### src/rtl/usart_defines.svh
`ifndef USART_DEFINES_SVH
`define USART_DEFINES_SVH

// ==========================================
// Port select
`define PORT_DATA   1'b0
`define PORT_CTRL   1'b1

// ==========================================
// Mode word fields
`define MD_BAUD     1:0
`define MD_LEN      3:2
`define MD_PEN      4
`define MD_EP       5
`define MD_STOP     7:6
`define MD_ESD      6
`define MD_SCS      7
`define BAUD_SYNC   2'h0
`define BAUD_X1     2'h1
`define BAUD_X16    2'h2
`define BAUD_X64    2'h3
`define BT_X1       7'h01
`define BT_X16      7'h10
`define BT_X64      7'h40
`define STOP_TWO    2'h3
`define LEN_BASE    4'h5
`define MODE_RST    8'h00

// ==========================================
// Command word fields
`define CMD_TXEN    0
`define CMD_DTR     1
`define CMD_RXE     2
`define CMD_SBRK    3
`define CMD_ER      4
`define CMD_RTS     5
`define CMD_IR      6
`define CMD_EH      7
`define CMD_RST     8'h00

// ==========================================
// Status word fields
`define ST_TRANSMITTER_CAN_ACCEPT    0
`define ST_RECEIVE_CHAR_WAITING    1
`define ST_TXE      2
`define ST_PE       3
`define ST_OE       4
`define ST_FE       5
`define ST_CHAR_SYNC_ACHIEVED   6
`define ST_DSR      7

`endif

### src/rtl/usart_pkg.sv
package usart_pkg;

    typedef enum logic [3:0] {
        ph_mode  = 4'h1,
        ph_sync1 = 4'h2,
        ph_sync2 = 4'h4,
        ph_cmd   = 4'h8
    } phase_t;

    typedef enum logic [3:0] {
        rx_idle  = 4'h1,
        rx_start = 4'h2,
        rx_bits  = 4'h4,
        rx_hunt  = 4'h8
    } rx_state_t;

endpackage

### src/rtl/board_serial_usart_interface.sv
`timescale 1ns/100ps
`default_nettype none
`include "usart_defines.svh"

module board_serial_usart_interface
    import usart_pkg::*;
#(
    parameter int CLK_DIV = 16
) (
    input  wire logic       clk_sys,
    input  wire logic       rst,
    input  wire logic       addr,
    input  wire logic [7:0] wdata,
    input  wire logic       wr,
    input  wire logic       rd,
    output logic      [7:0] rdata,
    input  wire logic       rxd,
    output logic            txd,
    input  wire logic       dsr_n,
    input  wire logic       ext_sync,
    output logic            dtr_n,
    output logic            rts_n,
    output logic            transmitter_can_accept,
    output logic            receive_char_waiting,
    output logic            transmit_register_vacant
);

    // ==========================================
    // Decoding helpers
    function automatic logic [6:0] bit_ticks(input logic [1:0] b);
        logic [6:0] t;
        t = `BT_X1;
        unique case (b)
            `BAUD_X16: t = `BT_X16;
            `BAUD_X64: t = `BT_X64;
            default:   t = `BT_X1;
        endcase
        return t;
    endfunction

    function automatic logic [7:0] len_mask(input logic [3:0] n);
        return 8'(9'h1ff >> (4'h9 - n));
    endfunction

    // ==========================================
    // Declarations
    phase_t      ph_r;
    rx_state_t   rx_st_r;
    logic [7:0]  mode_r;
    logic [7:0]  sync1_r;
    logic [7:0]  sync2_r;
    logic [7:0]  cmd_r;
    logic        init_r;
    logic [15:0] div_r;
    logic [7:0]  tx_buf_r;
    logic        tx_full_r;
    logic [11:0] tx_sh_r;
    logic [3:0]  tx_left_r;
    logic [6:0]  tx_cnt_r;
    logic        txd_r;
    logic [7:0]  rx_buf_r;
    logic        rx_full_r;
    logic        pe_r;
    logic        oe_r;
    logic        fe_r;
    logic        char_sync_achieved_r;
    logic [6:0]  rx_cnt_r;
    logic [3:0]  rx_idx_r;
    logic [11:0] rx_sh_r;
    logic [17:0] hunt_r;
    logic [7:0]  rdata_r;
    logic [7:0]  status;

    // ==========================================
    // Host port decode
    logic wr_ctl;
    logic wr_dat;
    logic rd_dat;
    logic cmd_wr;
    logic ireset;
    logic er_clr;
    assign wr_ctl = wr && addr == `PORT_CTRL;
    assign wr_dat = wr && addr == `PORT_DATA && init_r;
    assign rd_dat = rd && addr == `PORT_DATA;
    assign cmd_wr = wr_ctl && ph_r == ph_cmd;
    assign ireset = cmd_wr && wdata[`CMD_IR];
    assign er_clr = cmd_wr && wdata[`CMD_ER];

    // ==========================================
    // Format decode
    logic       sync_md;
    logic       pen;
    logic       ep;
    logic       stop2;
    logic [3:0] nbits;
    logic [3:0] wbits;
    logic [7:0] msk;
    logic [6:0] bt;
    assign sync_md = mode_r[`MD_BAUD] == `BAUD_SYNC;
    assign pen     = mode_r[`MD_PEN];
    assign ep      = mode_r[`MD_EP];
    assign stop2   = mode_r[`MD_STOP] == `STOP_TWO;
    assign nbits   = 4'(mode_r[`MD_LEN]) + `LEN_BASE;
    assign wbits   = nbits + 4'(pen);
    assign msk     = len_mask(nbits);
    assign bt      = sync_md ? `BT_X1 : bit_ticks(mode_r[`MD_BAUD]);

    // ==========================================
    // Baud tick
    logic tick;
    assign tick = div_r == 16'(CLK_DIV - 1);

    always_ff @(posedge clk_sys or posedge rst) begin
        if (rst) begin
            div_r <= '0;
        end else begin
            div_r <= tick ? '0 : div_r + 16'h1;
        end
    end

    // ==========================================
    // Initialization sequence
    always_ff @(posedge clk_sys or posedge rst) begin
        if (rst) begin
            ph_r    <= ph_mode;
            mode_r  <= `MODE_RST;
            sync1_r <= 8'h00;
            sync2_r <= 8'h00;
            cmd_r   <= `CMD_RST;
            init_r  <= 1'b0;
        end else if (wr_ctl) begin
            unique case (ph_r)
                ph_mode: begin
                    mode_r <= wdata;
                    ph_r   <= wdata[`MD_BAUD] == `BAUD_SYNC ? ph_sync1 : ph_cmd;
                end
                ph_sync1: begin
                    sync1_r <= wdata;
                    ph_r    <= mode_r[`MD_SCS] ? ph_cmd : ph_sync2;
                end
                ph_sync2: begin
                    sync2_r <= wdata;
                    ph_r    <= ph_cmd;
                end
                ph_cmd: begin
                    if (wdata[`CMD_IR]) begin
                        ph_r   <= ph_mode;
                        cmd_r  <= `CMD_RST;
                        init_r <= 1'b0;
                    end else begin
                        cmd_r  <= wdata & ~8'((1 << `CMD_ER) | (1 << `CMD_EH));
                        init_r <= 1'b1;
                    end
                end
            endcase
        end
    end

    // ==========================================
    // Transmitter
    logic [7:0]  tx_d;
    logic        tx_par;
    logic [11:0] frame;
    logic [11:0] tx_frame;
    logic [3:0]  tx_len;
    logic        tx_load;
    assign tx_d     = tx_buf_r & msk;
    assign tx_par   = ^tx_d ^ ~ep;
    assign frame    = 12'(tx_d) | (12'(pen & tx_par) << nbits) | (12'hfff << wbits);
    assign tx_frame = sync_md ? frame : {frame[10:0], 1'b0};
    assign tx_len   = wbits + (sync_md ? 4'h0 : (stop2 ? 4'h3 : 4'h2));
    assign tx_load  = init_r && cmd_r[`CMD_TXEN] && tx_full_r && tx_left_r == 4'h0;

    always_ff @(posedge clk_sys or posedge rst) begin
        if (rst) begin
            tx_buf_r  <= 8'h00;
            tx_full_r <= 1'b0;
        end else if (ireset) begin
            tx_full_r <= 1'b0;
        end else begin
            if (wr_dat) begin
                tx_buf_r <= wdata;
            end
            tx_full_r <= wr_dat || (tx_full_r && !tx_load);
        end
    end

    always_ff @(posedge clk_sys or posedge rst) begin
        if (rst) begin
            tx_sh_r   <= '1;
            tx_left_r <= 4'h0;
            tx_cnt_r  <= 7'h00;
        end else if (ireset) begin
            tx_left_r <= 4'h0;
            tx_cnt_r  <= 7'h00;
        end else if (tx_load) begin
            tx_sh_r   <= tx_frame;
            tx_left_r <= tx_len;
            tx_cnt_r  <= 7'h00;
        end else if (tick && tx_left_r != 4'h0) begin
            if (tx_cnt_r == bt - 7'h1) begin
                tx_cnt_r  <= 7'h00;
                tx_sh_r   <= {1'b1, tx_sh_r[11:1]};
                tx_left_r <= tx_left_r - 4'h1;
            end else begin
                tx_cnt_r <= tx_cnt_r + 7'h1;
            end
        end
    end

    always_ff @(posedge clk_sys or posedge rst) begin
        if (rst) begin
            txd_r <= 1'b1;
        end else begin
            txd_r <= cmd_r[`CMD_SBRK] ? 1'b0 : (tx_left_r != 4'h0 ? tx_sh_r[0] : 1'b1);
        end
    end

    // ==========================================
    // Receiver
    logic [11:0] rx_word;
    logic [3:0]  rx_len;
    logic        rx_done;
    logic        rx_got;
    logic [7:0]  rx_data;
    logic        rx_perr;
    logic        rx_ferr;
    logic [17:0] win;
    logic [7:0]  c1;
    logic [7:0]  c2;
    logic        hit;
    assign rx_word = rx_sh_r | (12'(rxd) << rx_idx_r);
    assign rx_len  = wbits + (sync_md ? 4'h0 : 4'h1);
    assign rx_done = rx_st_r == rx_bits && tick && rx_cnt_r == bt - 7'h1
                     && rx_idx_r == rx_len - 4'h1;
    assign rx_got  = rx_done && cmd_r[`CMD_RXE];
    assign rx_data = rx_word[7:0] & msk;
    assign rx_perr = pen && (^rx_data ^ rx_word[nbits] ^ ~ep);
    assign rx_ferr = !sync_md && !rx_word[wbits];
    assign win     = {rxd, hunt_r[17:1]};
    assign c2      = 8'(win >> (5'h12 - 5'(wbits))) & msk;
    assign c1      = 8'(win >> (5'h12 - 5'(wbits) - 5'(wbits))) & msk;
    assign hit     = mode_r[`MD_SCS] ? c2 == (sync1_r & msk)
                     : (c1 == (sync1_r & msk) && c2 == (sync2_r & msk));

    always_ff @(posedge clk_sys or posedge rst) begin
        if (rst) begin
            rx_st_r  <= rx_idle;
            rx_cnt_r <= 7'h00;
            rx_idx_r <= 4'h0;
            rx_sh_r  <= 12'h000;
            hunt_r   <= 18'h00000;
        end else if (ireset) begin
            rx_st_r <= rx_idle;
        end else if (cmd_wr && sync_md && wdata[`CMD_EH]) begin
            rx_st_r <= rx_hunt;
        end else if (tick) begin
            unique case (rx_st_r)
                rx_idle: begin
                    if (init_r && cmd_r[`CMD_RXE] && !sync_md && !rxd) begin
                        rx_st_r  <= bt == `BT_X1 ? rx_bits : rx_start;
                        rx_cnt_r <= 7'h00;
                        rx_idx_r <= 4'h0;
                        rx_sh_r  <= 12'h000;
                    end
                end
                rx_start: begin
                    if (rx_cnt_r == (bt >> 1)) begin
                        rx_st_r  <= rxd ? rx_idle : rx_bits;
                        rx_cnt_r <= 7'h00;
                    end else begin
                        rx_cnt_r <= rx_cnt_r + 7'h1;
                    end
                end
                rx_bits: begin
                    if (rx_cnt_r == bt - 7'h1) begin
                        rx_cnt_r <= 7'h00;
                        if (rx_done) begin
                            rx_st_r  <= sync_md ? rx_bits : rx_idle;
                            rx_idx_r <= 4'h0;
                            rx_sh_r  <= 12'h000;
                        end else begin
                            rx_idx_r <= rx_idx_r + 4'h1;
                            rx_sh_r  <= rx_word;
                        end
                    end else begin
                        rx_cnt_r <= rx_cnt_r + 7'h1;
                    end
                end
                rx_hunt: begin
                    hunt_r <= win;
                    if (mode_r[`MD_ESD] ? ext_sync : hit) begin
                        rx_st_r  <= rx_bits;
                        rx_cnt_r <= 7'h00;
                        rx_idx_r <= 4'h0;
                        rx_sh_r  <= 12'h000;
                    end
                end
            endcase
        end
    end

    // ==========================================
    // Receive buffer and error flags
    always_ff @(posedge clk_sys or posedge rst) begin
        if (rst) begin
            rx_buf_r  <= 8'h00;
            rx_full_r <= 1'b0;
            pe_r      <= 1'b0;
            oe_r      <= 1'b0;
            fe_r      <= 1'b0;
        end else if (ireset) begin
            rx_full_r <= 1'b0;
            pe_r      <= 1'b0;
            oe_r      <= 1'b0;
            fe_r      <= 1'b0;
        end else begin
            if (rx_got) begin
                rx_buf_r <= rx_data;
            end
            rx_full_r <= rx_got || (rx_full_r && !rd_dat);
            pe_r <= (rx_got && rx_perr) || (pe_r && !er_clr);
            oe_r <= (rx_got && rx_full_r && !rd_dat) || (oe_r && !er_clr);
            fe_r <= (rx_got && rx_ferr) || (fe_r && !er_clr);
        end
    end

    always_ff @(posedge clk_sys or posedge rst) begin
        if (rst) begin
            char_sync_achieved_r <= 1'b0;
        end else if (ireset || (cmd_wr && wdata[`CMD_EH])) begin
            char_sync_achieved_r <= 1'b0;
        end else if (tick && rx_st_r == rx_hunt && !mode_r[`MD_ESD] && hit) begin
            char_sync_achieved_r <= 1'b1;
        end
    end

    // ==========================================
    // Status and read port
    always_comb begin
        status               = 8'h00;
        status[`ST_TRANSMITTER_CAN_ACCEPT]    = init_r && !tx_full_r;
        status[`ST_RECEIVE_CHAR_WAITING]    = rx_full_r;
        status[`ST_TXE]      = !tx_full_r && tx_left_r == 4'h0;
        status[`ST_PE]       = pe_r;
        status[`ST_OE]       = oe_r;
        status[`ST_FE]       = fe_r;
        status[`ST_CHAR_SYNC_ACHIEVED]   = char_sync_achieved_r;
        status[`ST_DSR]      = !dsr_n;
    end

    always_ff @(posedge clk_sys or posedge rst) begin
        if (rst) begin
            rdata_r <= 8'h00;
        end else if (rd) begin
            rdata_r <= addr == `PORT_CTRL ? status : rx_buf_r;
        end else begin
            rdata_r <= 8'h00;
        end
    end

    // ==========================================
    // Outputs
    assign rdata                    = rdata_r;
    assign txd                      = txd_r;
    assign dtr_n                    = !cmd_r[`CMD_DTR];
    assign rts_n                    = !cmd_r[`CMD_RTS];
    assign transmitter_can_accept   = status[`ST_TRANSMITTER_CAN_ACCEPT];
    assign receive_char_waiting     = status[`ST_RECEIVE_CHAR_WAITING];
    assign transmit_register_vacant = status[`ST_TXE];

endmodule // board_serial_usart_interface
`default_nettype wire

### config.mk
export PLATFORM = sky130hd
export DESIGN_NAME = board_serial_usart_interface
export DESIGN_NICKNAME = d
export VERILOG_FILES = /design/src/rtl/usart_pkg.sv /design/src/rtl/board_serial_usart_interface.sv
export VERILOG_INCLUDE_DIRS = /design/src /design/src/rtl
export SDC_FILE = /design/constraint.sdc
export NUM_CORES = 1
export LEC_CHECK = 0
export ABC_AREA = 1
export ABC_CLOCK_PERIOD_IN_PS = 6300
export BUFFER_PORTS_ARGS = -buffer_cell sky130_fd_sc_hd__buf_2
export CAP_MARGIN = 15
export CORE_AREA = 2 2 169 171
export DETAILED_ROUTE_END_ITERATION = 12
export DIE_AREA = 0 0 171 173
export PLACE_DENSITY = 0.58
export SYNTH_ARGS = -nofsm -noshare
export SYNTH_HDL_FRONTEND = slang
export SYNTH_SLANG_ARGS = --single-unit
### constraint.sdc
create_clock -name clk_sys -period 6.3 [get_ports clk_sys]
set_input_delay 1.26 -clock clk_sys [delete_from_list [all_inputs] [get_ports clk_sys]]
set_output_delay 1.26 -clock clk_sys [all_outputs]
set_load 0.01 [all_outputs]
Yosys cells after proc, flatten, opt, wreduce, memory -nomap -nowiden
Cells that the tools add are included.

Multiplexer cells: 68. $add $sub $neg: 14. Bitwise logic cells: 17. $lt $le $gt $ge: 2. Shifts and indexed selects: 6. Equal/unequal tests: 29. Reductions and logical operators: 81.

Operators with widths (count): $mux 12 (8); $mux 4 (19); $mux 7 (9); $and 8x8->8 (6); $logic_and 1x1->1 (38); $pmux 12 s3 (1); $shr 18x5->8 (2); $pmux 4 s4 (2); $pmux 7 s4 (1); $eq 8x8->1 (3); $or 12x12->12 (2); $shl 1x4->12 (2); $add 16x1->16 const B (1); $eq 16x4->1 const B (1); $mux 1 (16); $mux 16 (1); $mux 8 (2); $reduce_and 2->1 (8); $reduce_xor 8->1 (2); $add 7x1->7 const B (2); $eq 7x7->1 (2); $pmux 7 s2 (1); $ne 4x4->1 const B (3); $or 8x12->12 (1); other kinds (44) (84).

Word-level logic and storage cells: 242. Output and inout bits: 14. Register bits after elaboration: 150.

Logic depth before layout (Yosys ltp)
Depth after elaboration: 15. Depth in mapped cells: 28. Gate-level depth less buffers: 26.

Least setup slack after synthesis
OpenSTA, ideal clock, no wires.

Path type: reg2reg. Start: reg mode_r[2]. End: reg rx_idx_r[0]. Data arrival time: 3.765 ns. Setup slack: 2.417 ns. Cell stages (with the launch flop): 28. Path through: dfrtp_1 inv_1 ha_1 fa_1 buf_2 inv_1 buf_2 ha_1 nor2_4 nand2_1 nand2_1 buf_6 nor2_1 nand2_1 nand3_1 nand2_1 nand2_1 nor2_1 nand2_1 nor2_1 nand3_1 nand2_1 nand2_2 nand2_4 nand3_4 buf_6 nand2_1 o21ai_2.

Word-level cells in the longest chain between the ends: 12. Elaborated cells on any way between the ends: 27. Classes of those cells: add/sub (7); eq/ne (5); shift (3); mux (5); bitwise (4); reduce/logical (3).

RTL lines: start, declared (RTL line board_serial_usart_interface.sv:49) `logic [7:0] mode_r;`; start signal, assigned (RTL line board_serial_usart_interface.sv:126) `` mode_r <= `MODE_RST; ``; start signal, assigned (RTL line board_serial_usart_interface.sv:134) `mode_r <= wdata;`; $add 2x3->4 (no source line) *; $add 4x1->4 (RTL line board_serial_usart_interface.sv:104) `assign wbits = nbits + 4'(pen);`; $sub 5x4->5 (RTL line board_serial_usart_interface.sv:241, board_serial_usart_interface.sv:242); $sub 5x4->5 (RTL line board_serial_usart_interface.sv:242) `assign c1 = 8'(win >> (5'h12 - 5'(wbits) - 5'(wbits))) & msk;`; $shr 18x5->8 (RTL line board_serial_usart_interface.sv:242); $and 8x8->8 (RTL line board_serial_usart_interface.sv:242); $eq 8x8->1 (RTL line board_serial_usart_interface.sv:244) `: (c1 == (sync1_r & msk) && c2 == (sync2_r & msk));`; $logic_and 1x1->1 (RTL line board_serial_usart_interface.sv:244); $mux 1 (RTL line board_serial_usart_interface.sv:243) `` assign hit = mode_r[`MD_SCS] ? c2 == (sync1_r & msk) ``; $mux 1 (RTL line board_serial_usart_interface.sv:292) `` if (mode_r[`MD_ESD] ? ext_sync : hit) begin ``; $ne 2x2->1 (no source line); $reduce_and 7->1 (no source line); end signal, assigned (RTL line board_serial_usart_interface.sv:283) `rx_idx_r <= rx_idx_r + 4'h1;`; end, declared (RTL line board_serial_usart_interface.sv:68) `logic [3:0] rx_idx_r;`.

Every way passes the cells marked *; elsewhere a longest branch is shown, timed or not. The select of a mux whose other input is x is not followed. A chain may end at the register's enable or synchronous reset.

Worst setup path after layout
Ends and elaborated chain as after synthesis.

==> results.json <==
{
  "status": "finished, final reports clean",
  "grt_max_degree": 88,
  "yosys.area_share.simple_pct": 31.3,
  "postCtsResizedCells": 0,
  "holdPathStages": 1,
  "route.met3.wl_um": 1170,
  "synth_xor_area_share_pct": 3.02,
  "rsz0062_at_grt": "false",
  "die_area_um2": 29600,
  "min_from": "cmd_r[3]$_DFFE_PP0P_",
  "wire_per_inst_um": 15.4,
  "synthesis.area_um2": 9560,
  "grt_antenna_before_repair": 0,
  "via_per_inst": 4.98,
  "dp_hpwl_um": 19800,
  "min_period_ns": 5.30,
  "dr.pass1.iters": 5,
  "ios": 30,
  "cp_top_family": "simple AND/OR/NAND/NOR gates",
  "tightest_slew_ns": 0.960,
  "hp-class": "reg -> reg",
  "ys_warn_count": 0,
  "insertion_delay_ns": 0.44,
  "fin_cells": 1746,
  "crit_type": "reg -> reg",
  "drc": 0,
  "cts_sinks": 148,
  "place.port_buffers": 29,
  "drive_gt1_share_pct": 9.65,
  "num-nets-final": 1399,
  "syn_avg_cell_area_um2": 7.12,
  "worstReg2RegStart": "mode_r[2]$_DFFE_PP0P_",
  "cp.buffers_inverters": 3,
  "crit_path_end_kind": "flop",
  "synth_ff_type": "dfrtp_1",
  "crit_slowest_cell": "fa_1",
  "ys_top_cells_by_count": "nand2_1, inv_1, nand3_1",
  "cp.arrival_ns": 5.62,
  "ff2ff_setup_slack_ns": 1.00,
  "worst_slack_ns": 1.00,
  "die_height_um": 173,
  "dp_slack_ns": 1.11,
  "grt_pass1_wl_um": 43800,
  "grtUsageTotal_pct": 18.7,
  "numCtsBuffers": 17,
  "cap_violations": 0,
  "setup_violations": 0,
  "synth-compound-area-share_pct": 13.4,
  "place_inst": 1714,
  "via_count": 8692,
  "hold_viol": 0,
  "fmax_mhz": 189,
  "synthesis.nets": 1386,
  "finalCritPeriodShare_pct": 84.1,
  "yosys.area.top_type": "dfrtp_1",
  "place_congestion": 0.903,
  "r2r-end": "rx_idx_r[0]$_DFFE_PP0P_",
  "synthMuxAreaShare_pct": 0,
  "initial_core_util_pct": 34.6,
  "die_w_um": 171,
  "path_max_fanout": 32,
  "syn_inst": 1342,
  "wl_met1_um": 13000,
  "core_area_um2": 27600,
  "grt-ovfl-total": 0,
  "clk_path_buf_depth": 2,
  "synth-edff-count": 0,
  "holdPathEnd": "txd$_DFF_PP1_",
  "drtIter0Drc": 672,
  "grt_pass1_vias": 8240,
  "synth_top_family_by_area": "simple AND/OR/NAND/NOR gates",
  "dr.max_layer_used": "met4",
  "critPathMaxStageDelay_ns": 0.87,
  "critPathLaunchType": "flop",
  "maxSlewViolCount": 0,
  "cp_cell_sequence": "inv_1 -> ha_1 -> fa_1 -> inv_1 -> ha_1 -> nor2_4 -> nand2_1 -> nand2_1 -> inv_1 -> a21boi_2 -> nand2_1 -> nand2_1 -> nand2_1 -> nor2_1 -> nand2_1 -> nor2_1 -> nand3_1 -> nand2_1 -> nand2_2 -> nand2_4 -> nand3_4 -> nand2_1 -> o21ai_2",
  "synth-async-reset-ratio_pct": 100,
  "synth.yosys.seq_area_share_pct": 38.9,
  "timing.slew.headroom_pct": 35.9,
  "diodes": 0,
  "wl_um": 26800,
  "clk_pin_slew_ns": 0.07,
  "synth-adder-area-share_pct": 3.82,
  "critPathMostFrequentCell": "nand2_1",
  "netlist.area_leader.share_pct": 34.8,
  "clockRootBuffer": "clkbuf_16",
  "htreeDepth": 4,
  "synth_cell_type_count": 57,
  "cts-hold-fix-buffers": 0,
  "cp.required_ns": 6.62,
  "met2_length_um": 12200,
  "synth_area_leaders": "dfrtp_1, nand2_1, nand3_1, inv_1, o21ai_0",
  "postRouteAntennaNets": 0,
  "finalSetupTns_ns": 0,
  "post_cts_buffers": 0,
  "ys_seq_elements": 148,
  "areaGrowthSynthToFinish_pct": 10.5,
  "clock_skew_ns": 0.0137,
  "cts_tree": "built",
  "rows": 61,
  "reg2regPathDepth": 23,
  "yosysMostFrequentCell": "nand2_1"
}
metal layers:
metal | track usage, % | up-vias
met5 | 0 | -
met4 | 5.26 | 0
met3 | 2.77 | 26
met2 | 29.4 | 211
met1 | 26.7 | 4080
li1 | - | 4375
cell usage in the layout (no fill, tap or decap), drive strengths merged, types with 5 or more instances in the layout:
| cell | netlist | layout |
|---|---|---|
| dfrtp | 133 | 133 |
| ha | 26 | 26 |
| nand2 | 404 | 404 |
| o211ai | 7 | 7 |
| nor3 | 18 | 18 |
| xor2 | 21 | 21 |
| o31ai | 6 | 6 |
| nor4 | 5 | 5 |
| a21oi | 34 | 34 |
| o21ai | 126 | 126 |
| clkinv | 1 | 5 |
| o22ai | 13 | 13 |
| clkbuf | 16 | 19 |
| nor2 | 107 | 107 |
| a31oi | 6 | 6 |
| xnor2 | 12 | 12 |
| nand4 | 14 | 14 |
| dfstp | 15 | 15 |
| nand3 | 138 | 138 |
| inv | 180 | 186 |
| buf | 22 | 32 |
kinds of logic after synthesis:
family | count (synthesis)
AND/OR/NAND/NOR | 697
flip-flops | 148
AO/OA/AOI/OAI | 217
adder cells (fa/ha/maj) | 28
buffers and inverters | 219
XOR/XNOR | 33
worst max path at each step:
| stage | startpoint | to | slack [ns] | depth (start not counted) |
|---|---|---|---|---|
| CTS | mode_r[2]$_DFFE_PP0P_ | rx_idx_r[0]$_DFFE_PP0P_ | 1.10 | 22 |
| floorplan | rst | char_sync_achieved_r$_DFFE_PP0P_ | 1.09 | 1 |
| global route | mode_r[2]$_DFFE_PP0P_ | rx_idx_r[1]$_DFFE_PP0P_ | 0.59 | 22 |
| detailed placement | mode_r[2]$_DFFE_PP0P_ | rx_idx_r[0]$_DFFE_PP0P_ | 1.11 | 22 |
| finish | mode_r[2]$_DFFE_PP0P_ | rx_idx_r[0]$_DFFE_PP0P_ | 1.00 | 23 |
| global placement | mode_r[2]$_DFFE_PP0P_ | rx_sh_r[8]$_DFFE_PP0P_ | 1.27 | 23 |
worst reg2reg max path, cell delays in order, from the launching register on:
cell and delay (ns):
dfrtp_1 0.56, inv_1 0.23, ha_1 0.27, fa_1 0.87, inv_1 0.42, ha_1 0.35
nor2_4 0.13, nand2_1 0.09, nand2_1 0.31, inv_1 0.19, a21boi_2 0.20, nand2_1 0.09
nand2_1 0.06, nand2_1 0.05, nor2_1 0.10, nand2_1 0.06, nor2_1 0.08, nand3_1 0.07
nand2_1 0.20, nand2_2 0.10, nand2_4 0.11, nand3_4 0.35, nand2_1 0.23, o21ai_2 0.07
metrics by stage:
stage / util (%) / instance area [um2] / hold WS [ns]
after floorplan: - / 9560 / 0.366
after global placement: 36.1 / 9980 / 0.379
after detailed placement: 36.1 / 9980 / 0.378
after CTS: 38.2 / 10600 / 0.389
after global routing: 38.2 / 10600 / 0.418
final: 38.2 / 10600 / 0.386
cell type report:
| cell class | instances | area, um2 |
|---|---|---|
| clock buffers | 19 | 443 |
| clock inverters | 13 | 141 |
| fillers | 2962 | 17100 |
| inverters | 181 | 687 |
| multi-input cells | 975 | 4930 |
| flip-flops and latches | 148 | 3720 |
| well taps | 378 | 473 |
| repair buffers | 32 | 168 |
sequential cells by signal, indices dropped and copies added (netlist names), 5 cells and up:
| signal | flops |
|---|---|
| cmd_r | 5 |
| div_r | 16 |
| hunt_r | 17 |
| mode_r | 8 |
| rdata | 8 |
| rx_buf_r | 8 |
| rx_cnt_r | 7 |
| rx_sh_r | 12 |
| sync1_r | 8 |
| sync2_r | 8 |
| tx_buf_r | 8 |
| tx_cnt_r | 7 |
| tx_sh_r | 12 |
Power is not shown: default switching activity piles up to over one toggle a cycle in this logic, so the estimate is an artifact.
